`src/design/coe_map.vh`:
```
// Purpose: Register map, field layout, opcodes and reset values of the op executor
// Assumes: 32-bit APB data, one aligned word per register
// Notes: Byte addresses; bits above each field read as zero
`ifndef COE_MAP_VH
`define COE_MAP_VH

`define COE_ADDR_CMD 8'h00
`define COE_ADDR_ACC 8'h04
`define COE_ADDR_STAT 8'h08
`define COE_ADDR_PC 8'h0C
`define COE_ADDR_STK 8'h10
`define COE_ADDR_WDT 8'h14
`define COE_ADDR_FADDR 8'h18
`define COE_ADDR_FDATA 8'h1C

`define COE_CMD_LIT_MSB 7
`define COE_CMD_LIT_LSB 0
`define COE_CMD_FA_MSB 14
`define COE_CMD_FA_LSB 8
`define COE_CMD_DEST_BIT 15
`define COE_CMD_OP_MSB 18
`define COE_CMD_OP_LSB 16

`define COE_ST_C 0
`define COE_ST_DC 1
`define COE_ST_Z 2
`define COE_ST_PD 3
`define COE_ST_TO 4
`define COE_ST_BUSY 5
`define COE_ST_HALT 6

`define COE_OP_RET 3'h0
`define COE_OP_HALT 3'h1
`define COE_OP_SUBL 3'h2
`define COE_OP_XORL 3'h3
`define COE_OP_SUBF 3'h4
`define COE_OP_XORF 3'h5
`define COE_OP_NIBBLE_SWAP_OP 3'h6
`define COE_OP_NONE 3'h7

`define COE_PC_W 13
`define COE_STK_DEPTH 8
`define COE_SP_W 3
`define COE_FA_W 7
`define COE_ACC_RST 8'h00
`define COE_PC_RST 13'h0000
`define COE_SP_RST 3'h0
`define COE_WDT_CLR 8'h00
`define COE_PRE_CLR 8'h00
`define COE_PRE_LAST 8'hFF
`define COE_PD_RST 1'b1
`define COE_TO_RST 1'b1
`define COE_DEST_ACC 1'b0
`define COE_DEST_FILE 1'b1

`endif

```
`src/design/coe_exec.v`:
```
// Purpose: Executes return, halt, subtract, exclusive-OR and nibble-swap ops
// Assumes: APB slave on i_sys_clk; commands are written to the CMD register
// Notes: File ops read the file memory first, so they take one cycle more
`timescale 1ns/1ps
`include "coe_map.vh"

// Behaviour
// - Return pops return stack into program counter, two cycles, flags untouched.
// - Halt clears watchdog counter and its prescaler to zero.
// - Halt sets timeout status bit and clears powerdown status bit only.
// - After halt the core sleeps and executes no commands until a wake.
// - Literal subtract: literal minus accumulator into accumulator, updates C, DC, Z.
// - Literal XOR: accumulator XOR literal into accumulator, updates only Z.
// - File subtract: file register minus accumulator, updates C, DC, Z.
// - File XOR: accumulator XOR file register, updates only Z.
// - File op result goes to accumulator when dest is 0, file when 1.
// - Nibble swap exchanges file register nibbles, no flags changed.
module coe_exec (
  input wire i_sys_clk,
  input wire i_rstn,
  input wire i_psel,
  input wire i_penable,
  input wire i_pwrite,
  input wire [7:0] i_paddr,
  input wire [31:0] i_pwdata,
  input wire i_wake,
  output reg [31:0] o_prdata,
  output reg o_pready,
  output reg o_pslverr,
  output reg o_sleep
);

  localparam [4:0] S_IDLE = 5'h01;
  localparam [4:0] S_FETCH = 5'h02;
  localparam [4:0] S_EXEC = 5'h04;
  localparam [4:0] S_RET2 = 5'h08;
  localparam [4:0] S_HALT = 5'h10;

  // Returns {carry, digit carry, result}; carries are inverted borrows
  function [9:0] coe_sub;
    input [7:0] a;
    input [7:0] b;
    reg [8:0] full;
    reg [4:0] low;
    begin
      full = {1'b0, a} - {1'b0, b};
      low = {1'b0, a[3:0]} - {1'b0, b[3:0]};
      coe_sub = {~full[8], ~low[4], full[7:0]};
    end
  endfunction

  function coe_zero;
    input [7:0] v;
    begin
      coe_zero = (v == 8'h00);
    end
  endfunction

  reg [4:0] state_r;
  reg [4:0] state_nxt;
  reg [2:0] op_r;
  reg dest_r;
  reg [`COE_FA_W-1:0] fa_r;
  reg [7:0] lit_r;
  reg [7:0] acc_r;
  reg c_r;
  reg dc_r;
  reg z_r;
  reg pd_r;
  reg to_r;
  reg [`COE_PC_W-1:0] pc_r;
  reg [`COE_PC_W-1:0] stk_r [0:`COE_STK_DEPTH-1];
  reg [`COE_SP_W-1:0] sp_r;
  reg [7:0] wdt_r;
  reg [7:0] pre_r;
  reg [`COE_FA_W-1:0] fsel_r;
  reg idle_q_r;
  integer k;

  wire [7:0] ram_rdata;
  wire in_idle = (state_r == S_IDLE);
  wire not_busy = in_idle || (state_r == S_HALT);
  wire is_file_op = (op_r == `COE_OP_SUBF) || (op_r == `COE_OP_XORF) ||
                    (op_r == `COE_OP_NIBBLE_SWAP_OP);
  wire [`COE_SP_W-1:0] sp_pop = sp_r - 1'b1;

  // APB: pready is raised one edge after setup, when the access is allowed
  wire hit_cmd = (i_paddr == `COE_ADDR_CMD);
  wire hit_acc = (i_paddr == `COE_ADDR_ACC);
  wire hit_stat = (i_paddr == `COE_ADDR_STAT);
  wire hit_pc = (i_paddr == `COE_ADDR_PC);
  wire hit_stk = (i_paddr == `COE_ADDR_STK);
  wire hit_wdt = (i_paddr == `COE_ADDR_WDT);
  wire hit_fa = (i_paddr == `COE_ADDR_FADDR);
  wire hit_fd = (i_paddr == `COE_ADDR_FDATA);
  wire mapped = hit_cmd | hit_acc | hit_stat | hit_pc | hit_stk | hit_wdt | hit_fa | hit_fd;
  // File data needs the memory pointed at fsel_r for a full cycle of idle
  wire acc_ok = hit_fd ? (in_idle && idle_q_r) : (i_pwrite ? not_busy : 1'b1);
  wire apb_rise = i_psel && !o_pready && acc_ok;
  wire apb_done = i_psel && i_penable && o_pready;
  wire wr_done = apb_done && i_pwrite && !o_pslverr;
  wire cmd_start = wr_done && hit_cmd && in_idle;

  reg [31:0] rd_val;
  always @* begin
    rd_val = 32'h0000_0000;
    case (1'b1)
      hit_cmd: rd_val = {13'h0000, op_r, dest_r, fa_r, lit_r};
      hit_acc: rd_val = {24'h00_0000, acc_r};
      hit_stat: rd_val = {25'h000_0000, (state_r == S_HALT), !not_busy, to_r, pd_r,
                          z_r, dc_r, c_r};
      hit_pc: rd_val = {19'h0_0000, pc_r};
      hit_stk: rd_val = {29'h0000_0000, sp_r};
      hit_wdt: rd_val = {16'h0000, pre_r, wdt_r};
      hit_fa: rd_val = {25'h000_0000, fsel_r};
      hit_fd: rd_val = {24'h00_0000, ram_rdata};
      default: rd_val = 32'h0000_0000;
    endcase
  end

  always @(posedge i_sys_clk or negedge i_rstn) begin
    if (!i_rstn) begin
      o_pready <= 1'b0;
      o_pslverr <= 1'b0;
      o_prdata <= 32'h0000_0000;
    end else if (apb_done) begin
      o_pready <= 1'b0;
      o_pslverr <= 1'b0;
    end else if (apb_rise) begin
      o_pready <= 1'b1;
      o_pslverr <= !mapped;
      o_prdata <= (mapped && !i_pwrite) ? rd_val : 32'h0000_0000;
    end
  end

  // Datapath for the op under execution
  wire [7:0] opnd = is_file_op ? ram_rdata : lit_r;
  wire [9:0] sub_v = coe_sub(opnd, acc_r);
  wire [7:0] xor_v = opnd ^ acc_r;
  wire [7:0] swap_v = {ram_rdata[3:0], ram_rdata[7:4]};

  reg [7:0] res;
  always @* begin
    case (op_r)
      `COE_OP_SUBL: res = sub_v[7:0];
      `COE_OP_SUBF: res = sub_v[7:0];
      `COE_OP_XORL: res = xor_v;
      `COE_OP_XORF: res = xor_v;
      `COE_OP_NIBBLE_SWAP_OP: res = swap_v;
      default: res = acc_r;
    endcase
  end

  wire in_exec = (state_r == S_EXEC);
  wire to_file = in_exec && is_file_op && (dest_r == `COE_DEST_FILE);
  wire to_acc = in_exec && !to_file && (op_r != `COE_OP_RET) && (op_r != `COE_OP_HALT) &&
                (op_r != `COE_OP_NONE);
  wire sw_fd_wr = wr_done && hit_fd && in_idle;
  wire ram_we = to_file || sw_fd_wr;
  wire [`COE_FA_W-1:0] ram_addr = in_idle ? fsel_r : fa_r;
  wire [7:0] ram_wdata = to_file ? res : i_pwdata[7:0];

  coe_file_ram u_ram (
    .i_sys_clk(i_sys_clk),
    .i_rstn(i_rstn),
    .i_addr(ram_addr),
    .i_we(ram_we),
    .i_wdata(ram_wdata),
    .o_rdata(ram_rdata)
  );

  always @* begin
    state_nxt = state_r;
    case (state_r)
      S_IDLE: begin
        if (cmd_start) begin
          if (i_pwdata[`COE_CMD_OP_MSB] && (i_pwdata[`COE_CMD_OP_MSB:`COE_CMD_OP_LSB] !=
              `COE_OP_NONE)) begin
            state_nxt = S_FETCH;
          end else begin
            state_nxt = S_EXEC;
          end
        end
      end
      S_FETCH: state_nxt = S_EXEC;
      S_EXEC: begin
        if (op_r == `COE_OP_RET) begin
          state_nxt = S_RET2;
        end else if (op_r == `COE_OP_HALT) begin
          state_nxt = S_HALT;
        end else begin
          state_nxt = S_IDLE;
        end
      end
      S_RET2: state_nxt = S_IDLE;
      // only a wake leaves sleep; commands are dropped meanwhile
      S_HALT: state_nxt = i_wake ? S_IDLE : S_HALT;
      default: state_nxt = S_IDLE;
    endcase
  end

  always @(posedge i_sys_clk or negedge i_rstn) begin
    if (!i_rstn) begin
      state_r <= S_IDLE;
      idle_q_r <= 1'b0;
      o_sleep <= 1'b0;
      op_r <= `COE_OP_RET;
      dest_r <= `COE_DEST_ACC;
      fa_r <= {`COE_FA_W{1'b0}};
      lit_r <= 8'h00;
      fsel_r <= {`COE_FA_W{1'b0}};
    end else begin
      state_r <= state_nxt;
      idle_q_r <= in_idle;
      o_sleep <= (state_nxt == S_HALT);
      if (cmd_start) begin
        op_r <= i_pwdata[`COE_CMD_OP_MSB:`COE_CMD_OP_LSB];
        dest_r <= i_pwdata[`COE_CMD_DEST_BIT];
        fa_r <= i_pwdata[`COE_CMD_FA_MSB:`COE_CMD_FA_LSB];
        lit_r <= i_pwdata[`COE_CMD_LIT_MSB:`COE_CMD_LIT_LSB];
      end
      if (wr_done && hit_fa) begin
        fsel_r <= i_pwdata[`COE_FA_W-1:0];
      end
    end
  end

  // Accumulator and arithmetic flags
  always @(posedge i_sys_clk or negedge i_rstn) begin
    if (!i_rstn) begin
      acc_r <= `COE_ACC_RST;
      c_r <= 1'b0;
      dc_r <= 1'b0;
      z_r <= 1'b0;
    end else if (in_exec) begin
      if (to_acc) begin
        acc_r <= res;
      end
      if ((op_r == `COE_OP_SUBL) || (op_r == `COE_OP_SUBF)) begin
        c_r <= sub_v[9];
        dc_r <= sub_v[8];
      end
      if ((op_r == `COE_OP_SUBL) || (op_r == `COE_OP_SUBF) ||
          (op_r == `COE_OP_XORL) || (op_r == `COE_OP_XORF)) begin
        z_r <= coe_zero(res);
      end
    end else if (wr_done && not_busy) begin
      if (hit_acc) begin
        acc_r <= i_pwdata[7:0];
      end
      if (hit_stat) begin
        c_r <= i_pwdata[`COE_ST_C];
        dc_r <= i_pwdata[`COE_ST_DC];
        z_r <= i_pwdata[`COE_ST_Z];
      end
    end
  end

  // power status bits, only halt changes them
  always @(posedge i_sys_clk or negedge i_rstn) begin
    if (!i_rstn) begin
      pd_r <= `COE_PD_RST;
      to_r <= `COE_TO_RST;
    end else if (in_exec && (op_r == `COE_OP_HALT)) begin
      pd_r <= 1'b0;
      to_r <= 1'b1;
    end
  end

  // Watchdog keeps running in sleep, counting on i_sys_clk like the rest of the core
  always @(posedge i_sys_clk or negedge i_rstn) begin
    if (!i_rstn) begin
      wdt_r <= `COE_WDT_CLR;
      pre_r <= `COE_PRE_CLR;
    end else if (in_exec && (op_r == `COE_OP_HALT)) begin
      wdt_r <= `COE_WDT_CLR;
      pre_r <= `COE_PRE_CLR;
    end else begin
      pre_r <= pre_r + 8'h01;
      if (pre_r == `COE_PRE_LAST) begin
        wdt_r <= wdt_r + 8'h01;
      end
    end
  end

  // Return stack is circular: overflow overwrites the oldest entry
  always @(posedge i_sys_clk or negedge i_rstn) begin
    if (!i_rstn) begin
      pc_r <= `COE_PC_RST;
      sp_r <= `COE_SP_RST;
      for (k = 0; k < `COE_STK_DEPTH; k = k + 1) begin
        stk_r[k] <= `COE_PC_RST;
      end
    end else if (in_exec && (op_r == `COE_OP_RET)) begin
      pc_r <= stk_r[sp_pop];
      sp_r <= sp_pop;
    end else if (wr_done && not_busy) begin
      if (hit_pc) begin
        pc_r <= i_pwdata[`COE_PC_W-1:0];
      end
      if (hit_stk) begin
        stk_r[sp_r] <= i_pwdata[`COE_PC_W-1:0];
        sp_r <= sp_r + 1'b1;
      end
    end
  end

endmodule

```
`src/design/coe_file_ram.v`:
```
// Purpose: File register memory of the op executor, 128 bytes
// Assumes: One port; a read returns data one clock after the address
// Notes: Array has no reset; only the read data register is reset
`timescale 1ns/1ps
`include "coe_map.vh"

module coe_file_ram (
  input wire i_sys_clk,
  input wire i_rstn,
  input wire [`COE_FA_W-1:0] i_addr,
  input wire i_we,
  input wire [7:0] i_wdata,
  output reg [7:0] o_rdata
);

  reg [7:0] mem_r [0:(1<<`COE_FA_W)-1];

  always @(posedge i_sys_clk) begin
    if (i_we) begin
      mem_r[i_addr] <= i_wdata;
    end
  end

  // Read-before-write: a same-cycle write shows up on the next read
  always @(posedge i_sys_clk or negedge i_rstn) begin
    if (!i_rstn) begin
      o_rdata <= 8'h00;
    end else begin
      o_rdata <= mem_r[i_addr];
    end
  end

endmodule

```
`config.mk`:
```
export PLATFORM = sky130hd
export DESIGN_NAME = coe_exec
export DESIGN_NICKNAME = d
export VERILOG_FILES = /design/src/design/coe_exec.v /design/src/design/coe_file_ram.v
export VERILOG_INCLUDE_DIRS = /design/src /design/src/design
export SDC_FILE = /design/constraint.sdc
export NUM_CORES = 1
export LEC_CHECK = 0
export ABC_CLOCK_PERIOD_IN_PS = 10670
export BUFFER_PORTS_ARGS = -buffer_cell sky130_fd_sc_hd__buf_2
export CORE_AREA = 2 2 283 285
export DETAILED_ROUTE_END_ITERATION = 8
export DIE_AREA = 0 0 285 287
export PLACE_DENSITY_LB_ADDON = 0.08
export SLEW_MARGIN = 20
export SYNTH_ARGS = -nofsm -noshare
export SYNTH_HDL_FRONTEND = slang
export SYNTH_SLANG_ARGS = --single-unit
export TNS_END_PERCENT = 100
```
`constraint.sdc`:
```
create_clock -name i_sys_clk -period 10.67 [get_ports i_sys_clk]
set_input_delay 1.6005 -clock i_sys_clk [delete_from_list [all_inputs] [get_ports i_sys_clk]]
set_output_delay 1.6005 -clock i_sys_clk [all_outputs]
set_load 0.01 [all_outputs]
```
After elaboration in Yosys (flattened, before gate mapping) --
Memories as Yosys holds them, arrays and structs flattened. A register that Yosys moved wholly into a read port is not among the register bits. Index checks and enable logic that the tools add are counted.
Cells by class: $lt $le $gt $ge 3, equal/unequal tests 25, reductions and logical operators 59, bitwise gates (word level) 14, mux-type cells 58, $add $sub $neg 6
Operator list (number):
- $mux W32 | 8
- $bwmux W104 | 1
- $mux W8 | 10
- $mux W13 | 6
- $bmux W13 S3 | 1
- $demux W13 S3 | 1
- $eq A8 B5 Y1 const B | 4
- $logic_and A1 B1 Y1 | 24
- $pmux W8 S3 | 1
- $mux W1 | 20
- $mux W5 | 4
- $pmux W5 S4 | 1
- $add A8 B1 Y8 const B | 2
- $eq A8 B4 Y1 const B | 2
- $logic_not A8 Y1 | 2
- $reduce_bool A2 Y1 | 8
- $mux W3 | 4
- $reduce_and A3 Y1 | 4
- $eq A5 B5 Y1 const B | 2
- $eq A3 B3 Y1 const B | 3
- $sub A8 B8 Y9 | 1
- $eq A8 B3 Y1 const B | 1
- $eq A8 B8 Y1 const B | 1
- $ge A4 B4 Y1 const B | 2
- 23 further kinds | 52
Word-level totals: logic and storage cells 194, bits in writable memories 1024, output and inout bits 35, input port bits 46, memories 1, flip-flop bits (word level) 215
Memory list:
- u_ram.mem_r | depth 128, width 8, read ports 1, clocked after memory_dff 1, write ports 1, line coe_file_ram.v:16 | reg [7:0] mem_r [0:(1<<`COE_FA_W)-1];

Logic depth before layout (Yosys ltp) --
word-level depth 12, gate-level depth with buffers 14, gate-level depth less buffers 13

Hierarchy --
Synthesis repeated with hierarchy kept, for this count alone.
Unflattened totals: cell total of the unflattened synthesis 3351, area, all modules 51069.0 sq um
Modules (own cells, without submodules):
- coe_file_ram | instances 1, area each 40267.4 sq um, cells an instance 2376
- coe_exec | instances 1, area each 10801.6 sq um, cells an instance 975

Worst setup path before layout --
Ideal clock, no wire load.
path kind register -> register, start register op_r[0], end memory u_ram.mem_r[0][6] (data pin), stages on the path, launching flop included 13, period minus slack after synthesis 9006 ps, library setup time 1197 ps, buffers on the path 1, arrival 7809 ps, required time 9473 ps, slack 1664 ps, path through dfrtp_1 -> clkbuf_1 -> a21oi_1 -> mux2i_1 -> ha_1 -> fa_1 -> nor2b_1 -> o21ai_0 -> a21boi_0 -> o21ai_0 -> and4_1 -> o31a_1 -> o21ai_0
Between the ends: cells in the longest elaborated chain, start to end 7, elaborated cells between the ends (all ways) 16, those cells by class 1 x add/sub; 5 x eq/ne; 3 x mux; 1 x bitwise; 6 x reduce/logical
RTL lines:
- from (decl) | line coe_exec.v:61 | reg [2:0] op_r;
- from (signal assigned) | line coe_exec.v:207 | op_r <= `COE_OP_RET;
- from (signal assigned) | line coe_exec.v:217 | op_r <= i_pwdata[`COE_CMD_OP_MSB:`COE_CMD_OP_LSB];
- $eq A3 B3 Y1 | line coe_exec.v:144 | case (op_r)
- $logic_or A1 B1 Y1 (2 in a row) | line coe_exec.v:83 | wire is_file_op = (op_r == `COE_OP_SUBF) || (op_r == `COE_OP_XORF) ||
- $mux W8 | line coe_exec.v:137 | wire [7:0] opnd = is_file_op ? ram_rdata : lit_r;
- $sub A8 B8 Y9 or $xor A8 B8 Y8 (tied branches) | line coe_exec.v:46, coe_exec.v:139
- $pmux W8 S3 | line coe_exec.v:144
- $mux W8 (*) | line coe_exec.v:161 | wire [7:0] ram_wdata = to_file ? res : i_pwdata[7:0];
- via ram_wdata[6] | line coe_exec.v:161
- to (decl) | line coe_file_ram.v:16
Mark *: on every way through the listed nets, which the timed path passes. The rest lies on a longest branch.

Final worst setup path --
start register state_r[0], end register u_ram.o_rdata[2], read port of u_ram.mem_r
Between the ends: cells in the longest elaborated chain, start to end 2
RTL lines:
- from (decl) | line coe_exec.v:59 | reg [4:0] state_r;
- from (signal assigned) | line coe_exec.v:213 | state_r <= state_nxt;
- $eq A5 B1 Y1 | line coe_exec.v:81 | wire in_idle = (state_r == S_IDLE);
- $mux W7 | line coe_exec.v:160 | wire [`COE_FA_W-1:0] ram_addr = in_idle ? fsel_r : fa_r;
- to (decl) | line coe_file_ram.v:13 | output reg [7:0] o_rdata
No other way between the ends. A chain may end at the register's enable or synchronous reset.

==> impl_metrics.tcl <==
set metrics [dict create \
    outcome "complete, no violations" \
    seqCellArea_um2 36000 \
    yosys_most_used_dff "edfxtp_1" \
    io_pins 81 \
    yosysMostFrequentCell "edfxtp_1" \
    routed_wl_um 142000 \
    synth-seq-cells 1234 \
    drt-initial-drc-count 4309 \
    finalSetupViolCount 0 \
    dieArea_um2 81800 \
    grt_pass1_vias 29909 \
    skew_ns 0.0293 \
    rsz0062_at_grt "no" \
    post_cts_resized 0 \
    maxCapViolCount 0 \
    dieWidth_um 285 \
    min_period_ns 5.79 \
    clock_latency_ns 0.72 \
    end_kind "flip-flop" \
    gr-total-overflow 0 \
    h-tree-depth 3 \
    p_leak_uw 0.0186 \
    cp.required_ns 11.27 \
    power_density_nw_per_um2 179 \
    die_h_um 287 \
    place_congestion 0.983 \
    multiInputGateArea_um2 12400 \
    grt_first_pass_wirelength_um 204000 \
    start_util_pct 62.7 \
    syn-cell-area_um2 49300 \
    placementRows 103 \
    hold_ws_ns 0.483 \
    worstPathArrival_ns 6.40 \
    dpl.hpwl_um 86400 \
    async_flop_share_pct 17.0 \
    clkSinkCount 1234 \
    yosysTopAreaCell "edfxtp_1" \
    tns_ns 0 \
    vias_per_cell 6.95 \
    cts_tree "yes" \
    peakVddDrop_mv 0.159 \
    drc 0 \
    grt_max_degree 94 \
    cts_setup_buffers 0 \
    core_area_um2 78600 \
    fillers 5138 \
    cts-buffers-inserted 121 \
    netlist-cell-type-count 76 \
    path_clk_slew_ns 0.07 \
    cts_hold_buf 0 \
    synth_cells 3257 \
    hold_class "flip-flop to flip-flop" \
    antenna_found_initial 4 \
    grtUsageTotal_pct 34.7 \
    vias 30966 \
    area_growth_pct 11.1 \
    synth-edff-count 1024 \
    synthTopCellsByArea "edfxtp_1, dfrtp_1, a22oi_1" \
    wl_per_cell_um 31.9 \
    cts.path.max_buffers 3 \
    first_pass_iters 6 \
    fin_nets 3356 \
    yosysSeqAreaShare_pct 73.0 \
    ant_nets 0 \
    tightest_slew_ns 1.15 \
    period_share_pct 54.3 \
    slew_viol_final 0 \
    critical_path.max_fanout 51 \
    fmax_ghz 0.173 \
    root_buffer "clkbuf_16" \
    avgSynthCellArea_um2 15.1 \
    relSlewSlack_pct 23.1 \
    final_layout_size_suffix_gt1_share_pct 16.2 \
    synth_top_area_share_pct 62.4 \
    synth_commonest_cells "edfxtp_1, a22oi_1, nand2_1" \
    yosysWarnings 0 \
    port_buffers 54 \
    crit_type "flip-flop to flip-flop" \
    hold_violations 0 \
    cp-start-kind "flip-flop" \
]
==> through the flow <==
| step | instance area, um^2 | std cells | total power (uW) | utilization, % | worst slack, ns |
|---|---|---|---|---|---|
| 2_1_floorplan | 49300 | 3269 | 5460 | - | 1.66 |
| 3_3_place_gp | 50700 | 4223 | 5560 | 64.5 | 5.02 |
| 3_5_place_dp | 50700 | 4223 | 5570 | 64.5 | 4.98 |
| 4_1_cts | 54800 | 4452 | 9820 | 69.7 | 5.05 |
| 5_1_grt | 54800 | 4453 | 10000 | 69.7 | 4.85 |
| 6_report | 54800 | 4455 | 9810 | 69.7 | 4.88 |
==> metal layers <==
metal  wire length (um)  part of all wire (%)  vias to the layer above  GRT usage (%)
li1                   -                     -                    12905              -
met1              52100                    37                    15603           46.8
met2              65600                    46                     2032           53.5
met3              15800                    11                      424           7.01
met4               8860                   6.2                        2           20.1
met5                 16                 0.011                        -              0
==> flip-flops by register name, indices dropped and copies added (netlist names), 3 cells and up <==
register and cells:
acc_r 8, fa_r 7, fsel_r 7, lit_r 8
o_prdata 19, op_r 3, pc_r 13, pre_r 8
sp_r 3, state_r 5, stk_r 104, u_ram.mem_r 1024
u_ram.o_rdata 8, wdt_r 8
==> path summary, 6_finish.rpt <==
kind                             startpoint          endpoint  slack, ns  cells after the start
worst max-delay path             state_r[0]  u_ram.o_rdata[2]       4.88                     10
max in group asynchronous            i_rstn         stk_r[17]       7.64                      3
worst min register to register  o_prdata[3]       o_prdata[3]       0.48                      2
worst min-delay path            o_prdata[3]       o_prdata[3]       0.48                      2
min in group asynchronous            i_rstn          pre_r[2]       0.94                      1
worst max register to register   state_r[0]  u_ram.o_rdata[2]       4.88                     10
==> worst max-delay path, cell delays in order, from the launching register on <==
cell and delay (ns):
dfstp_2 0.56, or4b_1 0.83, nor4b_1 0.69, or2_4 0.57, buf_4 0.58, buf_4 0.71, a22oi_1 0.14, a41oi_1 0.56
o21ai_0 0.52, o2111ai_1 0.22, or4b_1 0.25
==> logic make-up after synthesis <==
group,count (synthesis),share of synthesized area [%]
compound gates,868,12.3
flops,1234,73.0
buf+inv,253,2.23
other cells,1,0.00761
mux,233,5.88
simple gates,635,5.81
xor+xnor,19,0.338
fa+ha+maj,14,0.371
==> where the power goes <==
part	leakage (uW)	internal, uW	switching (uW)	total [uW]
Sequential	0.0121	5230	10.6	5240
Combinational	0.00460	49.1	183	233
Clock	0.00196	2520	1820	4340
Total	0.0186	7790	2020	9810
==> layout make-up <==
class,count,area share [%]
Inverter,27,0.185
Multi-Input combinational cell,1782,22.7
Antenna cell,3,0.0137
Sequential cell,1234,65.7
Clock inverter,78,1.64
Clock buffer,151,5.77
Timing Repair Buffer,130,1.57
Tap cell,1050,2.40
==> cell usage in the layout (no fill, tap or decap), types with 20 or more instances in the layout <==
master	n
a21oi_1	88
a221oi_1	38
a22o_1	37
a22oi_1	336
a31oi_1	39
buf_2	53
buf_4	75
clkbuf_1	29
clkbuf_16	122
clkinv_1	24
clkinv_2	20
dfrtp_1	207
edfxtp_1	1024
inv_1	27
mux2_2	148
mux2i_1	51
mux4_2	30
nand2_1	239
nand3_1	74
nor2_1	197
o21ai_0	163
Note: power is estimated with default switching activity, not from simulation.
